--- src/logic/tout_pkg.sv ---
// Constants for the timer channel output control block
package tout_pkg;
   localparam int NUM_CH = 8;
   localparam logic [11:0] OFF_LEVEL    = 12'h000;
   localparam logic [11:0] OFF_ENABLE   = 12'h004;
   localparam logic [11:0] OFF_POLARITY = 12'h008;
   localparam logic [11:0] OFF_MODE     = 12'h00c;
   localparam logic [11:0] OFF_OPTION   = 12'h010;
   localparam logic [11:0] OFF_IRQ_STAT = 12'h014;
   localparam logic [11:0] OFF_IRQ_MASK = 12'h018;
   localparam logic [15:0] LEVEL_RST    = 16'h0000;
   localparam logic [15:0] ENABLE_RST   = 16'h0000;
   localparam logic [7:0]  CFG_RST      = 8'h00;
   localparam int SET_DELAY_CYCLES = 1;
   typedef enum logic [1:0] {
      CM_INTERVAL, CM_CAPTURE, CM_EVENT, CM_ONE_COUNT
   } count_mode_t;
endpackage

--- src/logic/timer_channel_output_control.sv ---
// Output pin control for an eight-channel timer unit
// Functional notes
// - Master mode: toggle on own interrupt when enabled, polarity ignored.
// - Slave mode: master sets active, slave resets; polarity picks active level.
// - Coincident set and reset: reset wins, giving zero duty.
// - Output enable 1 discards software writes; only interrupts change pin.
// - Output enable 0 accepts writes and blocks interrupts.
// - Output register readable anytime, returns pin level.
// - Polarity change applies at the next set or reset, not immediately.
// - Master set is delayed one count clock in slave logic.
// - Register write updates only bits whose enable is 0.
// - Interval or capture with start option 1: interrupt and toggle at start.
// - Start option 0: no start interrupt; first after full count cycle.
// - Other modes never produce a start interrupt or action.
// - Output writes never disturb counter or data registers.
// - Channels 0 to 7; masters 0,2,4,6; slave above master.
// - Enable or polarity change coincident with interrupt is order dependent.
//
// Chosen here: register access over APB and the register addresses.
module timer_channel_output_control
   import tout_pkg::*;
#(
   parameter int N = NUM_CH
) (
   input  wire logic              clk,
   input  wire logic              rst_n,
   input  wire logic              psel,
   input  wire logic              penable,
   input  wire logic              pwrite,
   input  wire logic [11:0]       paddr,
   input  wire logic [31:0]       pwdata,
   output logic      [31:0]       prdata,
   output logic                   pready,
   output logic                   pslverr,
   input  wire logic [N-1:0]      channel_interrupt,
   input  wire logic [N-1:0]      channel_start_trigger,
   input  wire logic [2*N-1:0]    channel_mode,
   output logic      [N-1:0]      channel_output_bit,
   output logic      [N-1:0]      start_interrupt,
   output logic                   irq
);
   logic [N-1:0] level_reg, enable_reg, polarity_reg, mode_reg, option_reg;
   logic [N-1:0] irq_stat_reg, irq_mask_reg;
   logic [N-1:0] set_dly_reg, master_int, slave_int, start_ev, ev;
   logic [N-1:0] level_next;
   logic [N-1:0] irq_clr;
   logic         wr, rd, hit;

   assign wr = psel && penable && pwrite;
   assign rd = psel && !penable && !pwrite;
   assign hit = (paddr == OFF_LEVEL) || (paddr == OFF_ENABLE) ||
                (paddr == OFF_POLARITY) || (paddr == OFF_MODE) ||
                (paddr == OFF_OPTION) || (paddr == OFF_IRQ_STAT) ||
                (paddr == OFF_IRQ_MASK);

   // Start trigger events; only interval and capture modes qualify
   genvar g;
   generate
      for (g = 0; g < N; g++) begin : gen_ch
         count_mode_t cm;
         assign cm = count_mode_t'(channel_mode[2*g +: 2]);
         assign start_ev[g] = channel_start_trigger[g] && option_reg[g] &&
                              (cm == CM_INTERVAL || cm == CM_CAPTURE);
         assign ev[g] = channel_interrupt[g] | start_ev[g];
         // master is nearest lower even channel
         if (g % 2 == 0) begin : gen_m
            assign master_int[g] = 1'b0;
         end else begin : gen_s
            assign master_int[g] = ev[g - 1];
         end
         assign slave_int[g] = ev[g];
      end
   endgenerate

   // set delayed, masked by coincident reset
   always_ff @(posedge clk) begin
      if (!rst_n) begin
         set_dly_reg <= '0;
      end else begin
         set_dly_reg <= master_int & ~slave_int;
      end
   end

   always_comb begin
      level_next = level_reg;
      for (int i = 0; i < N; i++) begin
         // old enable and polarity apply at an event edge
         if (enable_reg[i]) begin
            if (!mode_reg[i]) begin
               if (ev[i]) begin
                  level_next[i] = ~level_reg[i];
               end
            end else if (slave_int[i]) begin
               level_next[i] = polarity_reg[i];
            end else if (set_dly_reg[i]) begin
               level_next[i] = ~polarity_reg[i];
            end
         end else if (wr && paddr == OFF_LEVEL) begin
            level_next[i] = pwdata[i];
         end
      end
   end

   always_ff @(posedge clk) begin
      if (!rst_n) begin
         level_reg  <= LEVEL_RST[N-1:0];
         enable_reg <= ENABLE_RST[N-1:0];
      end else begin
         level_reg <= level_next;
         if (wr && paddr == OFF_ENABLE) begin
            enable_reg <= pwdata[N-1:0];
         end
      end
   end

   always_ff @(posedge clk) begin
      if (!rst_n) begin
         polarity_reg   <= CFG_RST[N-1:0];
         mode_reg       <= CFG_RST[N-1:0];
         option_reg     <= CFG_RST[N-1:0];
         irq_mask_reg   <= CFG_RST[N-1:0];
      end else if (wr) begin
         if (paddr == OFF_POLARITY) begin
            polarity_reg <= pwdata[N-1:0];
         end else if (paddr == OFF_MODE) begin
            mode_reg <= pwdata[N-1:0];
         end else if (paddr == OFF_OPTION) begin
            option_reg <= pwdata[N-1:0];
         end else if (paddr == OFF_IRQ_MASK) begin
            irq_mask_reg <= pwdata[N-1:0];
         end
      end
   end

   // Set wins over write-one clear
   assign irq_clr = (wr && paddr == OFF_IRQ_STAT) ? pwdata[N-1:0] : '0;
   always_ff @(posedge clk) begin
      if (!rst_n) begin
         irq_stat_reg <= '0;
         irq          <= 1'b0;
      end else begin
         irq_stat_reg <= (irq_stat_reg & ~irq_clr) | start_ev;
         irq          <= |(((irq_stat_reg & ~irq_clr) | start_ev) &
                           irq_mask_reg);
      end
   end

   always_ff @(posedge clk) begin
      if (!rst_n) begin
         channel_output_bit <= '0;
         start_interrupt    <= '0;
      end else begin
         channel_output_bit <= level_next;
         start_interrupt    <= start_ev;
      end
   end

   always_ff @(posedge clk) begin
      if (!rst_n) begin
         prdata  <= '0;
         pready  <= 1'b0;
         pslverr <= 1'b0;
      end else begin
         pready  <= psel && !penable;
         pslverr <= psel && !penable && !hit;
         prdata  <= '0;
         if (rd) begin
            if (paddr == OFF_LEVEL) begin
               prdata[N-1:0] <= level_reg;
            end else if (paddr == OFF_ENABLE) begin
               prdata[N-1:0] <= enable_reg;
            end else if (paddr == OFF_POLARITY) begin
               prdata[N-1:0] <= polarity_reg;
            end else if (paddr == OFF_MODE) begin
               prdata[N-1:0] <= mode_reg;
            end else if (paddr == OFF_OPTION) begin
               prdata[N-1:0] <= option_reg;
            end else if (paddr == OFF_IRQ_STAT) begin
               prdata[N-1:0] <= irq_stat_reg;
            end else if (paddr == OFF_IRQ_MASK) begin
               prdata[N-1:0] <= irq_mask_reg;
            end
         end
      end
   end
endmodule

--- config.mk ---
export PLATFORM = sky130hd
export DESIGN_NAME = timer_channel_output_control
export DESIGN_NICKNAME = d
export VERILOG_FILES = /design/src/logic/tout_pkg.sv /design/src/logic/timer_channel_output_control.sv
export SDC_FILE = /design/constraint.sdc
export NUM_CORES = 1
export LEC_CHECK = 0
export ABC_CLOCK_PERIOD_IN_PS = 2700
export BUFFER_PORTS_ARGS = -buffer_cell sky130_fd_sc_hd__buf_2
export CAP_MARGIN = 5
export CORE_ASPECT_RATIO = 1.1
export CORE_MARGIN = 4
export CORE_UTILIZATION = 50
export DETAILED_ROUTE_END_ITERATION = 8
export GPL_ROUTABILITY_DRIVEN = 1
export PLACE_DENSITY = 0.78
export SLEW_MARGIN = 40
export SYNTH_ARGS = -nofsm -noshare
export SYNTH_HDL_FRONTEND = slang
export SYNTH_SLANG_ARGS = --single-unit
--- constraint.sdc ---
create_clock -name clk -period 2.7 [get_ports clk]
set_input_delay 0.54 -clock clk [delete_from_list [all_inputs] [get_ports clk]]
set_output_delay 0.54 -clock clk [all_outputs]
set_load 0.01 [all_outputs]
=== Word-level counts from Yosys, hierarchy flattened ===
Index checks and enable logic that the tools add are counted.

* Eq/ne operators: 30
* Mux-type cells: 56
* Bitwise operators: 33
* Reductions and logical operators: 72

{| class="wikitable"
|+ Operator list
! cell !! number
|-
| 2-to-1 mux 8 bit || 8
|-
| 2-to-1 mux 1 bit || 48
|-
| inequality test 3 x 1 -> 1 bit (second input constant) || 16
|-
| == test 12 x 5 -> 1 bit (second input constant) || 3
|-
| AND reduction 3 bit || 9
|-
| AND 8 bit || 3
|-
| == test 12 x 4 -> 1 bit (second input constant) || 2
|-
| logical AND 1 bit || 24
|-
| inverter 1 bit || 19
|-
| == test 2 x 1 -> 1 bit (second input constant) || 8
|-
| zero test 2 bit || 8
|-
| inverter 8 bit || 2
|-
| nonzero test 2 bit || 8
|-
| logical OR 1 bit || 14
|-
| == test 12 x 3 -> 1 bit (second input constant) || 1
|-
| zero test 12 bit || 1
|-
| bitwise OR 1 bit || 8
|-
| bitwise OR 8 bit || 1
|-
| OR reduction 8 bit || 1
|-
| AND reduction 5 bit || 1
|-
| AND reduction 2 bit || 2
|-
| AND reduction 4 bit || 1
|-
| zero test 1 bit || 3
|}

* Flip-flop bits (word level): 107
* Input bits: 81

=== Logic depth before layout (Yosys ltp) ===
Gate-level depths: netlist (run 1).

* Word-level depth: 9
* Mapped depth: 8
* Gate-level depth less buffers: 5

=== Least setup slack after synthesis (run 1) ===
OpenSTA, ideal clock, no wires.

* Path kind: input to register
* Start: in paddr[9]
* End: reg irq_mask_reg[0]
* Setup time: 0.128 ns
* Arrival: 2.113 ns
* Data required time: 2.572 ns
* Path slack: 0.460 ns
* Cell stages on the path: 7
* Buffers on the path: 2
* Path through: or4_4 -> buf_6 -> nor4_4 -> and2_4 -> buf_12 -> mux2i_1 -> nor2_1

* Longest elaborated chain between the ends: 3

{| class="wikitable"
|+ RTL lines
! element !! RTL line !! source
|-
| from (decl) || timer_channel_output_control.sv:30 || <nowiki>input wire logic [11:0] paddr,</nowiki>
|-
| == test 12 x 5 -> 1 bit, or another cell as far along || timer_channel_output_control.sv:127 || <nowiki>end else if (paddr == OFF_OPTION) begin</nowiki>
|-
| inverter 1 bit (no source line) || n/a ||
|-
| AND reduction 5 bit (no source line) (*) || n/a ||
|-
| to (signal assigned) || timer_channel_output_control.sv:121 || <nowiki>irq_mask_reg <= CFG_RST[N-1:0];</nowiki>
|-
| to (signal assigned) || timer_channel_output_control.sv:130 || <nowiki>irq_mask_reg <= pwdata[N-1:0];</nowiki>
|-
| to (decl) || timer_channel_output_control.sv:43 || <nowiki>logic [N-1:0] irq_stat_reg, irq_mask_reg;</nowiki>
|}

Every way passes the cells marked *; elsewhere a longest branch is shown, timed or not.
A chain may end at the register's enable or synchronous reset.

=== Worst setup path in the final report (run 1) ===
* Start: in paddr[9]
* End: reg enable_reg[5]

* Longest elaborated chain between the ends: 2

{| class="wikitable"
|+ RTL lines
! element !! RTL line !! source
|-
| == test 12 x 3 -> 1 bit || timer_channel_output_control.sv:110 || <nowiki>if (wr && paddr == OFF_ENABLE) begin</nowiki>
|-
| logical AND 1 bit || timer_channel_output_control.sv:110 ||
|-
| to (signal assigned) || timer_channel_output_control.sv:107 || <nowiki>enable_reg <= ENABLE_RST[N-1:0];</nowiki>
|-
| to (signal assigned) || timer_channel_output_control.sv:111 || <nowiki>enable_reg <= pwdata[N-1:0];</nowiki>
|-
| to (decl) || timer_channel_output_control.sv:42 || <nowiki>logic [N-1:0] level_reg, enable_reg, polarity_reg, mode_reg, option_reg;</nowiki>
|}

Every way passes these cells.

==> results of run 1 <==
-- synthesized netlist by cell type, types with 2 or more instances --
library cell	number
clkbuf_1	11
a21oi_1	46
and4_1	3
buf_2	11
a22oi_1	3
and3b_1	7
nor3_4	2
a211o_1	3
nand4_1	5
nand2_1	44
nor2b_1	3
o21a_1	2
a221o_1	3
a211oi_1	5
o211a_1	4
o32ai_1	2
o31ai_1	2
o221ai_1	2
mux2_2	7
and2_1	4
a22o_1	8
nor2_1	53
o211ai_1	3
inv_1	9
nand2b_1	3
nor3_1	8
nor3b_1	5
mux2i_1	31
o21ai_0	14
nand3_1	12
and3_1	4
dfxtp_1	79
nor4_2	2
nor4_1	5
nand3b_1	3
buf_4	25
a221oi_1	5
-- cell families after synthesis --
group | synth area share (%)
compound gates | 18.6
other cells | 0.0934
simple gates | 22.7
mux | 9.98
buf+inv | 8.79
flops | 39.4
xor+xnor | 0.436
-- power by group through the flow --
stage / registers, W / logic, W / clock network (W)
after floorplan: 0.00120 / 0.000100 / 0
after global placement: 0.00120 / 0.000144 / 0
after detailed placement: 0.00120 / 0.000147 / 0
after CTS: 0.00117 / 0.000147 / 0.000972
after global routing: 0.00117 / 0.000162 / 0.00102
final: 0.00117 / 0.000151 / 0.000967
-- through the flow --
stage | util, % | instances | power (W)
6_report | 59.0 | 654 | 0.00229
5_1_grt | 59.0 | 654 | 0.00235
4_1_cts | 59.0 | 654 | 0.00229
3_5_place_dp | 56.3 | 639 | 0.00134
3_3_place_gp | 56.3 | 639 | 0.00134
2_1_floorplan | - | 487 | 0.00130
-- worst max-delay path, stage by stage --
cell and delay (ns):
buf_2 0.11, or4_4 0.61, nor2_2 0.24, and3_1 0.43, buf_4 0.24, nand3_1 0.09
a21oi_1 0.15
-- worst paths after layout --
| kind | from | end | slack (ns) |
|---|---|---|---|
| setup / recovery | paddr[9] | enable_reg[5]$_SDFFE_PN0P_ | 0.58 |
| hold / removal | channel_mode[9] | start_interrupt[4]$_SDFF_PN0_ | 0.35 |
| setup reg to reg | option_reg[7]$_SDFFE_PN0P_ | channel_output_bit[7]$_SDFFE_PN0P_ | 1.08 |
| hold reg to reg | polarity_reg[4]$_SDFFE_PN0P_ | polarity_reg[4]$_SDFFE_PN0P_ | 0.46 |
-- layout make-up --
class                           count  area (µm²)  area share [%]
Clock inverter                      4        70.1            1.51
Clock buffer                       11         141            3.05
Multi-Input combinational cell    349        2170            46.7
Sequential cell                    79        1580            34.1
Inverter                           10        37.5           0.809
Timing Repair Buffer               93         510            11.0
Tap cell                          108         135            2.91
-- cell usage in the layout, fill, tap and decap left out, drive strengths merged, types with 9 or more instances in the layout --
cell type / instances
nand2: 45
inv: 9
dfxtp: 79
mux2i: 31
buf: 93
nand3: 12
nor2: 54
a21oi: 46
conb: 24
clkbuf: 11
o21ai: 14
nor3: 10
-- layer usage --
metal / global-route usage [%] / routed length (µm) / up-vias
li1: - / - / 1786
met1: 29.9 / 4500 / 1768
met2: 38.3 / 5360 / 206
met3: 3.61 / 935 / 36
met4: 16.6 / 554 / 0
met5: 0 / 0 / -
==> run summary, run 1 <==
The most used flip-flop cell after synthesis is dfxtp_1. For this run, the top clock speed supported by timing is 471 MHz. Dividing total power by cell area gives a power density of 492 nW/µm². For the clock sink count, the log shows 79. Synthesis handed over a netlist of 464 instances. Entering global routing, the biggest net connects 38 pins. The post-detailed-route via-to-cell ratio is 5.80, and the total inserted antenna cells is 0. Largest area contributor in the synthesized netlist: dfxtp_1. The logs give 731 for the count of fill cells added during filler insertion and 0.000280 V for the peak ir drop on the vdd network.

In this run, distinct cell masters in the synthesized netlist total 63. The share of Yosys cell area claimed by the top area cell type was 39.4%; the internal power contribution was 0.00176 W. The via count of the routed design was 3796; the number of enable-type register cells in the synthesized netlist was 0.

The final number of hold-violating endpoints was 0. At the end of routability-driven placement, the weighted congestion stood at 0.871. The run gives 0 ns as the total negative setup slack. After routing the design area is 4640 µm². The routed wire length per instance works out to 17.4 µm.

For the max-cap check violation count, the log shows 0. The analysis attributes to net switching a power of 0.000530 W. The run finished with clean final reports. The number of global-route vias before repair was 3514.

The first routing iteration left 317 violations. The total global-route track usage is 24.0%. The logs give 7870 µm² for the placeable core area and 0 for the residual DRC count.

Setup repair after global routing left no endpoint under its margin. The cell area after technology mapping was 4010 µm². The kind of end point of the critical path is a register. For the clock network latency to the later pin of the worst-skew pair, the log shows 0.36 ns. The overall die width is 93.4 µm, and the total number of H-tree levels is 3.

The clock network is responsible for 42.3% of the overall power. The smallest hold slack was 0.350 ns; the sequential share of the synthesized area was 39.4%. Summed over all layers, the global routing overflow is 0. The worst path meets setup with 0.576 ns of slack. Combinational logic burns 6.6% of the power. The number of setup violations in the final report was 0. The number of antenna violations at the first check in global routing is 0, and the count of final max-slew check failures is 0.

The logs give 0.0105 ns for the largest clock skew in the final design and 132 for the I/O pin total. The worst setup path is launched from an input port. The HPWL after detailed placement came out at 8.07 mm. TritonCTS built the clock tree.

The number of iterations in the first detailed-routing pass is 5. By area the synthesized netlist is led by dfxtp_1 (39%), mux2i_1 (7.7%), a21oi_1 (5.7%), nor2_1 (5.0%), buf_4 (4.7%). The number of nets in the layout came out at 623.

The first global-routing pass estimated 17.5 mm of wire. The critical path is of the input port to register type. The buffer type at the clock tree root is clkbuf_8.

The run gives 51.0% as the starting utilization of the core area. Post-CTS repair changed the size of 0 cells. Number of flip-flops and latches in the synthesized netlist: 79. Sequential cells account for 51.1% of the total power. The count of buffers inserted at the top-level ports is 75. The tools report the remaining antenna violation count after routing as 0. The required time reported for the critical path endpoint is 2.99 ns, and the fraction of registers with async set/reset is 0%. The post-route netlist has 22.9% of its cells at a drive strength greater than 1.

After synthesis, the mean cell area works out to 8.65 µm². Summed over all cells, the static leakage comes to 1.94 nW. Class of the most critical hold timing path: input port to register.

In this run, CTS created clock tree buffers numbering 9. Once the clock tree was built, the setup fixing pass inserted 0 buffers. For the worst setup path, the data arrival time is 2.41 ns. The period utilization was 78.7%.

The total length of routed wires was 11.4 mm. The initialized floorplan defines 34 standard-cell rows. From bottom edge to top edge, the die measures 102 µm.

Post-placement cell area: 4430 µm². For this run, the number of Yosys warnings is 0. Counting I/O delays and the setup requirement, the final critical path takes 2.12 ns. Hold repair after CTS inserted 0 buffers. Compared with the post-synthesis result, the final layout area differs by 15.6%. The number of cells on the worst reg-to-reg path is 5. The die covers 9530 µm². The clock passes through at most 2 buffers. After clock tree synthesis, the clock-pin slew on the worst setup and hold paths is 0.08 ns. The switching power share of the total is 23.2%.

The maximum fanout along the worst path works out to 8. The worst hold path was traced through 2 stages. For the worst setup timing slack at the placement stage, the log shows 0.257 ns.
Note: power is estimated with default switching activity, not from simulation.
==> run 2: changes to the inputs <==
- ABC_CLOCK_PERIOD_IN_PS: 2700 -> 1940
- CORE_UTILIZATION: 50 -> 46
- PLACE_DENSITY: 0.78 -> 0.76
- clock period: 2.7 -> 1.94 ns (I/O delays scaled with it)
==> run summary, run 2 (synthesis gave the netlist of run 1 again) <==
The flow ran to the end, and the final reports show no timing, DRC or antenna violations. The clock network fraction of total power was 43.9% (was 42.3%); the total number of H-tree levels was 3 (unchanged). TritonCTS built the clock tree.

The overall die width is 97.1 µm (was 93.4 µm), and the clock-pin slew on the worst setup and hold paths is 0.08 ns (about the same). The tools report the required time reported for the critical path endpoint as 2.20 ns (was 2.99 ns). The smallest hold slack is 0.198 ns (was 0.350 ns).

After layout, the worst path uses 96.9% of the clock period. The data arrival time at the worst-slack endpoint was 2.14 ns (was 2.41 ns); the area growth from synthesis to layout was 25.3% (was 15.6%). The run gives 532 MHz as the highest attainable clock frequency. The count of buffering cells on the critical path with inverters included is 3 (was 2). The total congestion overflow was 0 (unchanged). The final weighted congestion in routability-driven placement is 0.959 (was 0.871). The tools report the clock sink count as 79 (unchanged). The count of final max-slew check failures was 0 (unchanged). The tools report the largest clock skew in the final design as 0.0110 ns (was 0.0105 ns). The TritonCTS buffer count came out at 9 (unchanged). The logs give 3895 (was 3796) for the via count of the routed design and 5 (unchanged) for the number of iterations in the first detailed-routing pass. The logs give 22.5% (was 24.0%) for the total global-route track usage and 7.2% (was 6.6%) for the combinational cell fraction of total power.

Cells along the critical path: buf_2 -> or4_4 -> buf_4 -> nor2_2 -> and3_1 -> buf_4 -> a22oi_1 -> o32ai_1 (was buf_2 -> or4_4 -> nor2_2 -> and3_1 -> buf_4 -> nand3_1 -> a21oi_1). The global-route wire length before repair was 18.6 mm (was 17.5 mm); the routed wire length per instance was 16.7 µm (was 17.4 µm). The area of the die was 10300 µm² (was 9530 µm²); the number of nets in the layout was 665 (was 623).

Post-detailed-route via-to-cell ratio: 5.56 (was 5.80). The number of rows in the core area is 35 (was 34), and the HPWL after detailed placement is 8.69 mm (was 8.07 mm). The delay of the slowest cell on the worst path works out to 0.60 ns (was 0.61 ns). The number of setup violations in the final report is 0 (unchanged), and the switching power share of the total is 22.7% (was 23.2%). The buffer type at the clock tree root is clkbuf_8 (unchanged). Total inserted antenna cells: 0 (unchanged). The remaining antenna violation count after routing was 0 (unchanged). The clock period could shrink to 1.88 ns. The fraction of final layout cells sized beyond drive strength 1 is 28.9% (was 22.9%), and the power per unit of standard cell area is 662 nW/µm² (was 492 nW/µm²). The maximum fanout along the worst path was 7 (was 8). The logs give 0 (unchanged) for the residual DRC count and 0.36 ns (about the same) for the clock network latency to the later pin of the worst-skew pair. The I/O pin total was 132 (unchanged).

The type of the worst setup path is input port to register (unchanged). The tools report the number of global-route vias before repair as 3879 (was 3514). Number of post-CTS setup repair buffers: 0 (unchanged).

The class of the most critical hold timing path is input port to register (unchanged). The run gives 47.5% (was 51.0%) as the starting utilization of the core area. Setup repair after global routing could not meet its margin everywhere. The switching power of the nets was 0.000756 W (was 0.000530 W); the overall die height was 106 µm (was 102 µm). The internal power contribution was 0.00257 W (was 0.00176 W).

Commonest cells after routing, fill and taps aside: dfxtp_1 (79), buf_2 (75), buf_4 (58), nor2_1 (53), a21oi_1 (46) (was dfxtp_1 (79), buf_2 (75), nor2_1 (53), a21oi_1 (46), nand2_1 (44)). The starting DRC count in detailed routing came out at 223 (was 317). The most common cell after layout, fill and taps aside was dfxtp_1 (unchanged). The number of buffers inserted by hold repair at cts is 0 (unchanged). The maximum number of buffers from clock root to sink is 2 (unchanged), and the total length of routed wires is 11.7 mm (was 11.4 mm).

The final number of hold-violating endpoints is 0 (unchanged). The cell type group with the largest total delay on the critical path is simple AND/OR/NAND/NOR gates (unchanged). The pin count of the biggest net entering global routing is 53 (was 38). The count of buffers inserted at the top-level ports works out to 75 (unchanged). The launching element type of the critical path was an input port (unchanged). The cell with the biggest individual delay on the critical path is or4_4 (unchanged). The most frequent cell on the critical path was buf_4. The kind of end point of the critical path was a register (unchanged).

Placeable core area: 8450 µm² (was 7870 µm²). Total power: 0.00333 W (was 0.00229 W). For the max-cap check violation count, the log shows 0 (unchanged). The tools report the peak ir drop on the vdd network as 0.000310 V (was 0.000280 V).

The sequential share of power is 48.9% (was 51.1%), and the number of antenna violations at the first check in global routing is 0 (unchanged). The leakage power is 2.18 nW (was 1.94 nW).
run 2: cell types whose count changed in the layout (fill, tap and decap cells not counted), sizes merged:
cell	before	now
buf	93	135
bufinv	2	3
clkbuf	11	10
clkinv	3	4
run 2: layer usage:
metal / wire, µm / up-vias / global-route usage [%]
li1: - / 1868 / -
met1: 4860 / 1815 / 27.3
met2: 5600 / 186 / 38.0
met3: 891 / 26 / 5.51
met4: 319 / 0 / 9.73
met5: 0 / - / 0
run 2: path summary, 6_finish.rpt:
path                                startpoint                                  to  slack (ns)  cells past startpoint
setup / recovery                      paddr[9]                prdata[5]$_SDFF_PN0_        0.06                      8
hold / removal            channel_interrupt[5]           set_dly_reg[5]$_SDFF_PN0_        0.20                      2
setup reg to reg    option_reg[7]$_SDFFE_PN0P_  channel_output_bit[7]$_SDFFE_PN0P_        0.27                      5
hold reg to reg   polarity_reg[4]$_SDFFE_PN0P_        polarity_reg[4]$_SDFFE_PN0P_        0.46                      2
run 2: cell type report:
class	instances	area [µm²]
repair buffers	135	851
multi-input cells	349	2180
clock buffers	10	128
clock inverters	6	109
well taps	111	139
flip-flops and latches	79	1580
inverters	10	37.5
fillers	757	3420
run 2: through the flow:
stage	instances	worst slack, ns	area (µm²)	utilization, %	TNS [ns]
2_1_floorplan	487	-0.146	4120	-	-1.42
4_1_cts	700	0.0656	5020	59.5	0
3_3_place_gp	684	-0.300	4790	56.7	-9.83
3_5_place_dp	684	-0.309	4790	56.7	-10.96
6_report	700	0.0602	5030	59.5	0
5_1_grt	700	-0.00294	5030	59.5	-0.00294
run 2: power groups by stage:
stage          Clock, W  Combinational [W]  Sequential (W)
6_report        0.00146           0.000241         0.00163
5_1_grt         0.00154           0.000260         0.00163
4_1_cts         0.00148           0.000236         0.00163
3_5_place_dp          0           0.000234         0.00166
3_3_place_gp          0           0.000231         0.00166
2_1_floorplan         0           0.000140         0.00167
run 2: what timing repair did:
action | CTS | global route
gates resized for setup | 0 | 1
endpoints found under the setup margin | 0 | 2
endpoints found under the hold margin | 0 | 0
==> run 3: changes to the inputs <==
- ABC_AREA: default -> 1
- CORE_MARGIN: 4 -> 5
==> run summary, run 3 <==
The run finished with clean final reports. For the number of antenna violations at the first check in global routing, the log shows 0 (unchanged). The total congestion overflow is 0 (unchanged), and the count of final max-slew check failures is 0 (unchanged). The logs give 0.000380 V (was 0.000310 V) for the peak ir drop on the vdd network and 637 MHz (was 532 MHz) for the highest attainable clock frequency. The logs give 8.14 mm (was 8.69 mm) for the HPWL after detailed placement and 264 (was 223) for the starting DRC count in detailed routing. The required time reported for the critical path endpoint was 2.17 ns (was 2.20 ns). The class of the most critical hold timing path was input port to register (unchanged). For the core occupancy in the finished layout, the log shows 55.3% (was 59.5%).

The kind of end point of the critical path was a register (unchanged). For the sequential share of power, the log shows 51.6% (was 48.9%). Top cells by area in the synthesized netlist: dfxtp_1 (39%), nand2_1 (9.1%), a21oi_1 (7.6%), o21ai_0 (6.5%), inv_1 (6.2%) (was dfxtp_1 (39%), mux2i_1 (7.7%), a21oi_1 (5.7%), nor2_1 (5.0%), buf_4 (4.7%)). The run gives 0 (unchanged) as the count of instances resized after the clock tree is built. The largest clock skew in the final design came out at 0.00710 ns (was 0.0110 ns). The share of Yosys cell area claimed by the top area cell type came out at 39.4% (about the same). The run gives 2 (unchanged) as the maximum number of buffers from clock root to sink.

The buffer type at the clock tree root is clkbuf_8 (unchanged). The max-cap check violation count came out at 0 (unchanged). Largest area contributor in the synthesized netlist: dfxtp_1 (unchanged). The remaining antenna violation count after routing is 0 (unchanged). The combinational cell fraction of total power was 6.5% (was 7.2%); the leakage power was 2.08 nW (was 2.18 nW).

The count of unique library cells instantiated by Yosys is 35 (was 63), and the final weighted congestion in routability-driven placement is 0.871 (was 0.959). The placeable core area came out at 8450 µm² (unchanged). The most frequent cell on the critical path is nand2_1 (was buf_4). For the pin count of the biggest net entering global routing, the log shows 35 (was 53).

The clock-pin slew on the worst setup and hold paths was 0.08 ns (about the same); the smallest hold slack was 0.257 ns (was 0.198 ns). The most frequently used flop master after synthesis was dfxtp_1 (unchanged). Number of enable-type register cells in the synthesized netlist: 0 (unchanged).

The number of cells on the worst reg-to-reg path is 8 (was 5), and the maximum fanout along the worst path is 11 (was 7). For the total number of H-tree levels, the log shows 3 (unchanged). The number of global-route vias before repair was 3598 (was 3879); the post-detailed-route via-to-cell ratio was 5.01 (was 5.56). The setup slack on the worst flop-to-flop path came out at 0.55 ns (was 0.27 ns).

For the instance count after placement with tap cells included, the log shows 744 (was 684). The number of rows in the core area is 35 (unchanged). The clock period minus worst slack is 1.57 ns (was 1.88 ns). For the starting utilization of the core area, the log shows 47.5% (about the same). Critical path launch point: paddr[7] (was paddr[9]).

The I/O pin total is 132 (unchanged), and the final number of hold-violating endpoints is 0 (unchanged). The sequential share of the synthesized area is 39.4% (about the same), and the fraction of registers with async set/reset is 0% (unchanged). The switching power share of the total was 23.7% (was 22.7%). The number of nets in the layout came out at 725 (was 665).

The internal power contribution was 0.00241 W (was 0.00257 W). Most common cell after layout, fill and taps aside: nand2_1 (was dfxtp_1). The count of fill cells added during filler insertion is 830 (was 757). The multi-input logic area came out at 1940 µm² (was 2180 µm²). The tools report the switching power of the nets as 0.000746 W (was 0.000756 W). Top cells by instance count after synthesis: nand2_1 (97), dfxtp_1 (79), inv_1 (66), a21oi_1 (61), nor2_1 (61) (was dfxtp_1 (79), nor2_1 (53), a21oi_1 (46), nand2_1 (44), mux2i_1 (31)). Cells along the critical path: buf_2 -> nor2_1 -> nand2_1 -> nor3_4 -> buf_4 -> nand2_1 -> o21ai_0 -> a21oi_1 (was buf_2 -> or4_4 -> buf_4 -> nor2_2 -> and3_1 -> buf_4 -> a22oi_1 -> o32ai_1).

The total length of routed wires is 10.4 mm (was 11.7 mm). The total power was 0.00315 W (was 0.00333 W). Most numerous cell in the Yosys netlist: nand2_1 (was dfxtp_1).

The storage element area came out at 1580 µm² (unchanged). Commonest cells after routing, fill and taps aside: nand2_1 (97), dfxtp_1 (79), buf_2 (75), inv_1 (66) (was dfxtp_1 (79), buf_2 (75), buf_4 (58), nor2_1 (53), a21oi_1 (46)). The fraction of final layout cells sized beyond drive strength 1 was 21.3% (was 28.9%); the number of setup violations in the final report was 0 (unchanged).

For the total global-route track usage, the log shows 19.6% (was 22.5%). The type of the worst setup path was input port to register (unchanged). For the residual DRC count, the log shows 0 (unchanged). The data arrival time at the worst-slack endpoint is 1.80 ns (was 2.14 ns), and the number of cells produced by synthesis is 561 (was 464).

Clock network fraction of total power: 41.9% (was 43.9%). The startpoint of the most critical register-to-register path is option_reg[1]$_SDFFE_PN0P_ (was option_reg[7]$_SDFFE_PN0P_). The run gives 759 (was 700) as the non-filler instance count after layout. Yosys synthesis warning count: 0 (unchanged). The overall die width came out at 99.1 µm (was 97.1 µm). The cell area after technology mapping is 4020 µm² (was 4010 µm²), and the clock network latency to the later pin of the worst-skew pair is 0.35 ns (was 0.36 ns). The number of buffers inserted by hold repair at cts came out at 0 (unchanged). The total inserted antenna cells was 0 (unchanged); the overall die height was 108 µm (was 106 µm). The cell with the biggest individual delay on the critical path is nor3_4 (was or4_4). The logs give 0 (unchanged) for the number of post-CTS setup repair buffers and 0 ns (unchanged) for the total negative setup slack. Reg-to-reg endpoint: channel_output_bit[1]$_SDFFE_PN0P_ (was channel_output_bit[7]$_SDFFE_PN0P_). The per-instance average area after synthesis was 7.16 µm² (was 8.65 µm²). The count of buffers inserted at the top-level ports was 75 (unchanged); the clock sink count was 79 (unchanged). TritonCTS built the clock tree. The TritonCTS buffer count was 9 (unchanged); the area growth from synthesis to layout was 16.4% (was 25.3%). The global-route wire length before repair was 16.9 mm (was 18.6 mm).

The tools report the launching element type of the critical path as an input port (unchanged). Routed wire length per instance: 13.7 µm (was 16.7 µm). The area of the die came out at 10700 µm² (was 10300 µm²).

The power per unit of standard cell area came out at 674 nW/µm² (was 662 nW/µm²). The number of iterations in the first detailed-routing pass is 4 (was 5), and the period utilization is 80.9% (was 96.9%). The via count of the routed design was 3802 (was 3895); the delay of the slowest cell on the worst path was 0.31 ns (was 0.60 ns). Setup repair after global routing left no endpoint under its margin.

The tools report the last element of the critical path as polarity_reg[3]$_SDFFE_PN0P_ (was prdata[5]$_SDFF_PN0_). The number of flip-flops and latches in the synthesized netlist works out to 79 (unchanged).
run 3: cell families (layout without fill, tap and decap cells):
kind of cell              after synthesis  after routing  synth area share, %
AOI/OAI and AO/OA                     142            142                 19.5
xor gates and xnor gates                4              4                0.872
buffers and inverters                 117            181                 14.4
DFF                                    79             79                 39.4
other                                   1             24               0.0934
and+or+nand+nor                       218            218                 25.8
run 3: cell type report:
class / count / area share [%]
multi-input cells: 388 / 41.6
flip-flops and latches: 79 / 33.8
repair buffers: 89 / 10.8
inverters: 77 / 6.29
well taps: 111 / 2.97
clock buffers: 9 / 2.65
clock inverters: 6 / 1.85
run 3: worst min-delay path by stage:
stage	from	slack, ns	depth (start not counted)	end
after floorplan	irq_mask_reg[0]$_SDFFE_PN0P_	0.45	2	irq_mask_reg[0]$_SDFFE_PN0P_
after global placement	irq_mask_reg[7]$_SDFFE_PN0P_	0.46	2	irq_mask_reg[7]$_SDFFE_PN0P_
after detailed placement	irq_mask_reg[7]$_SDFFE_PN0P_	0.46	2	irq_mask_reg[7]$_SDFFE_PN0P_
after CTS	penable	0.25	2	pready$_SDFF_PN0_
after global routing	penable	0.26	2	pready$_SDFF_PN0_
final	penable	0.26	2	pready$_SDFF_PN0_
run 3: per-layer routing:
layer	vias up	wire length [µm]	global-route usage, %
li1	1961	-	-
met1	1700	4500	24.4
met2	126	5100	33.4
met3	15	603	3.68
met4	0	165	7.41
met5	-	0	0
run 3: critical path, delay by kind of cell:
kind | cells | cell delay, ns
AO/OA/AOI/OAI | 2 | 0.29
buffers and inverters | 2 | 0.30
AND/OR/NAND/NOR | 4 | 0.81
run 3: through the flow:
stage	instance area [µm²]	worst slack, ns
floorplan	4100	0.361
global placement	4460	0.0761
detailed placement	4460	-0.0176
CTS	4670	0.351
global route	4670	0.232
finish	4670	0.370
run 3: power by group through the flow:
stage / logic [W] / registers, W / clock network, W
after detailed placement: 0.000202 / 0.00166 / 0
final: 0.000205 / 0.00163 / 0.00132
after global routing: 0.000225 / 0.00163 / 0.00140
after CTS: 0.000202 / 0.00163 / 0.00134
after floorplan: 0.000141 / 0.00167 / 0
after global placement: 0.000197 / 0.00166 / 0
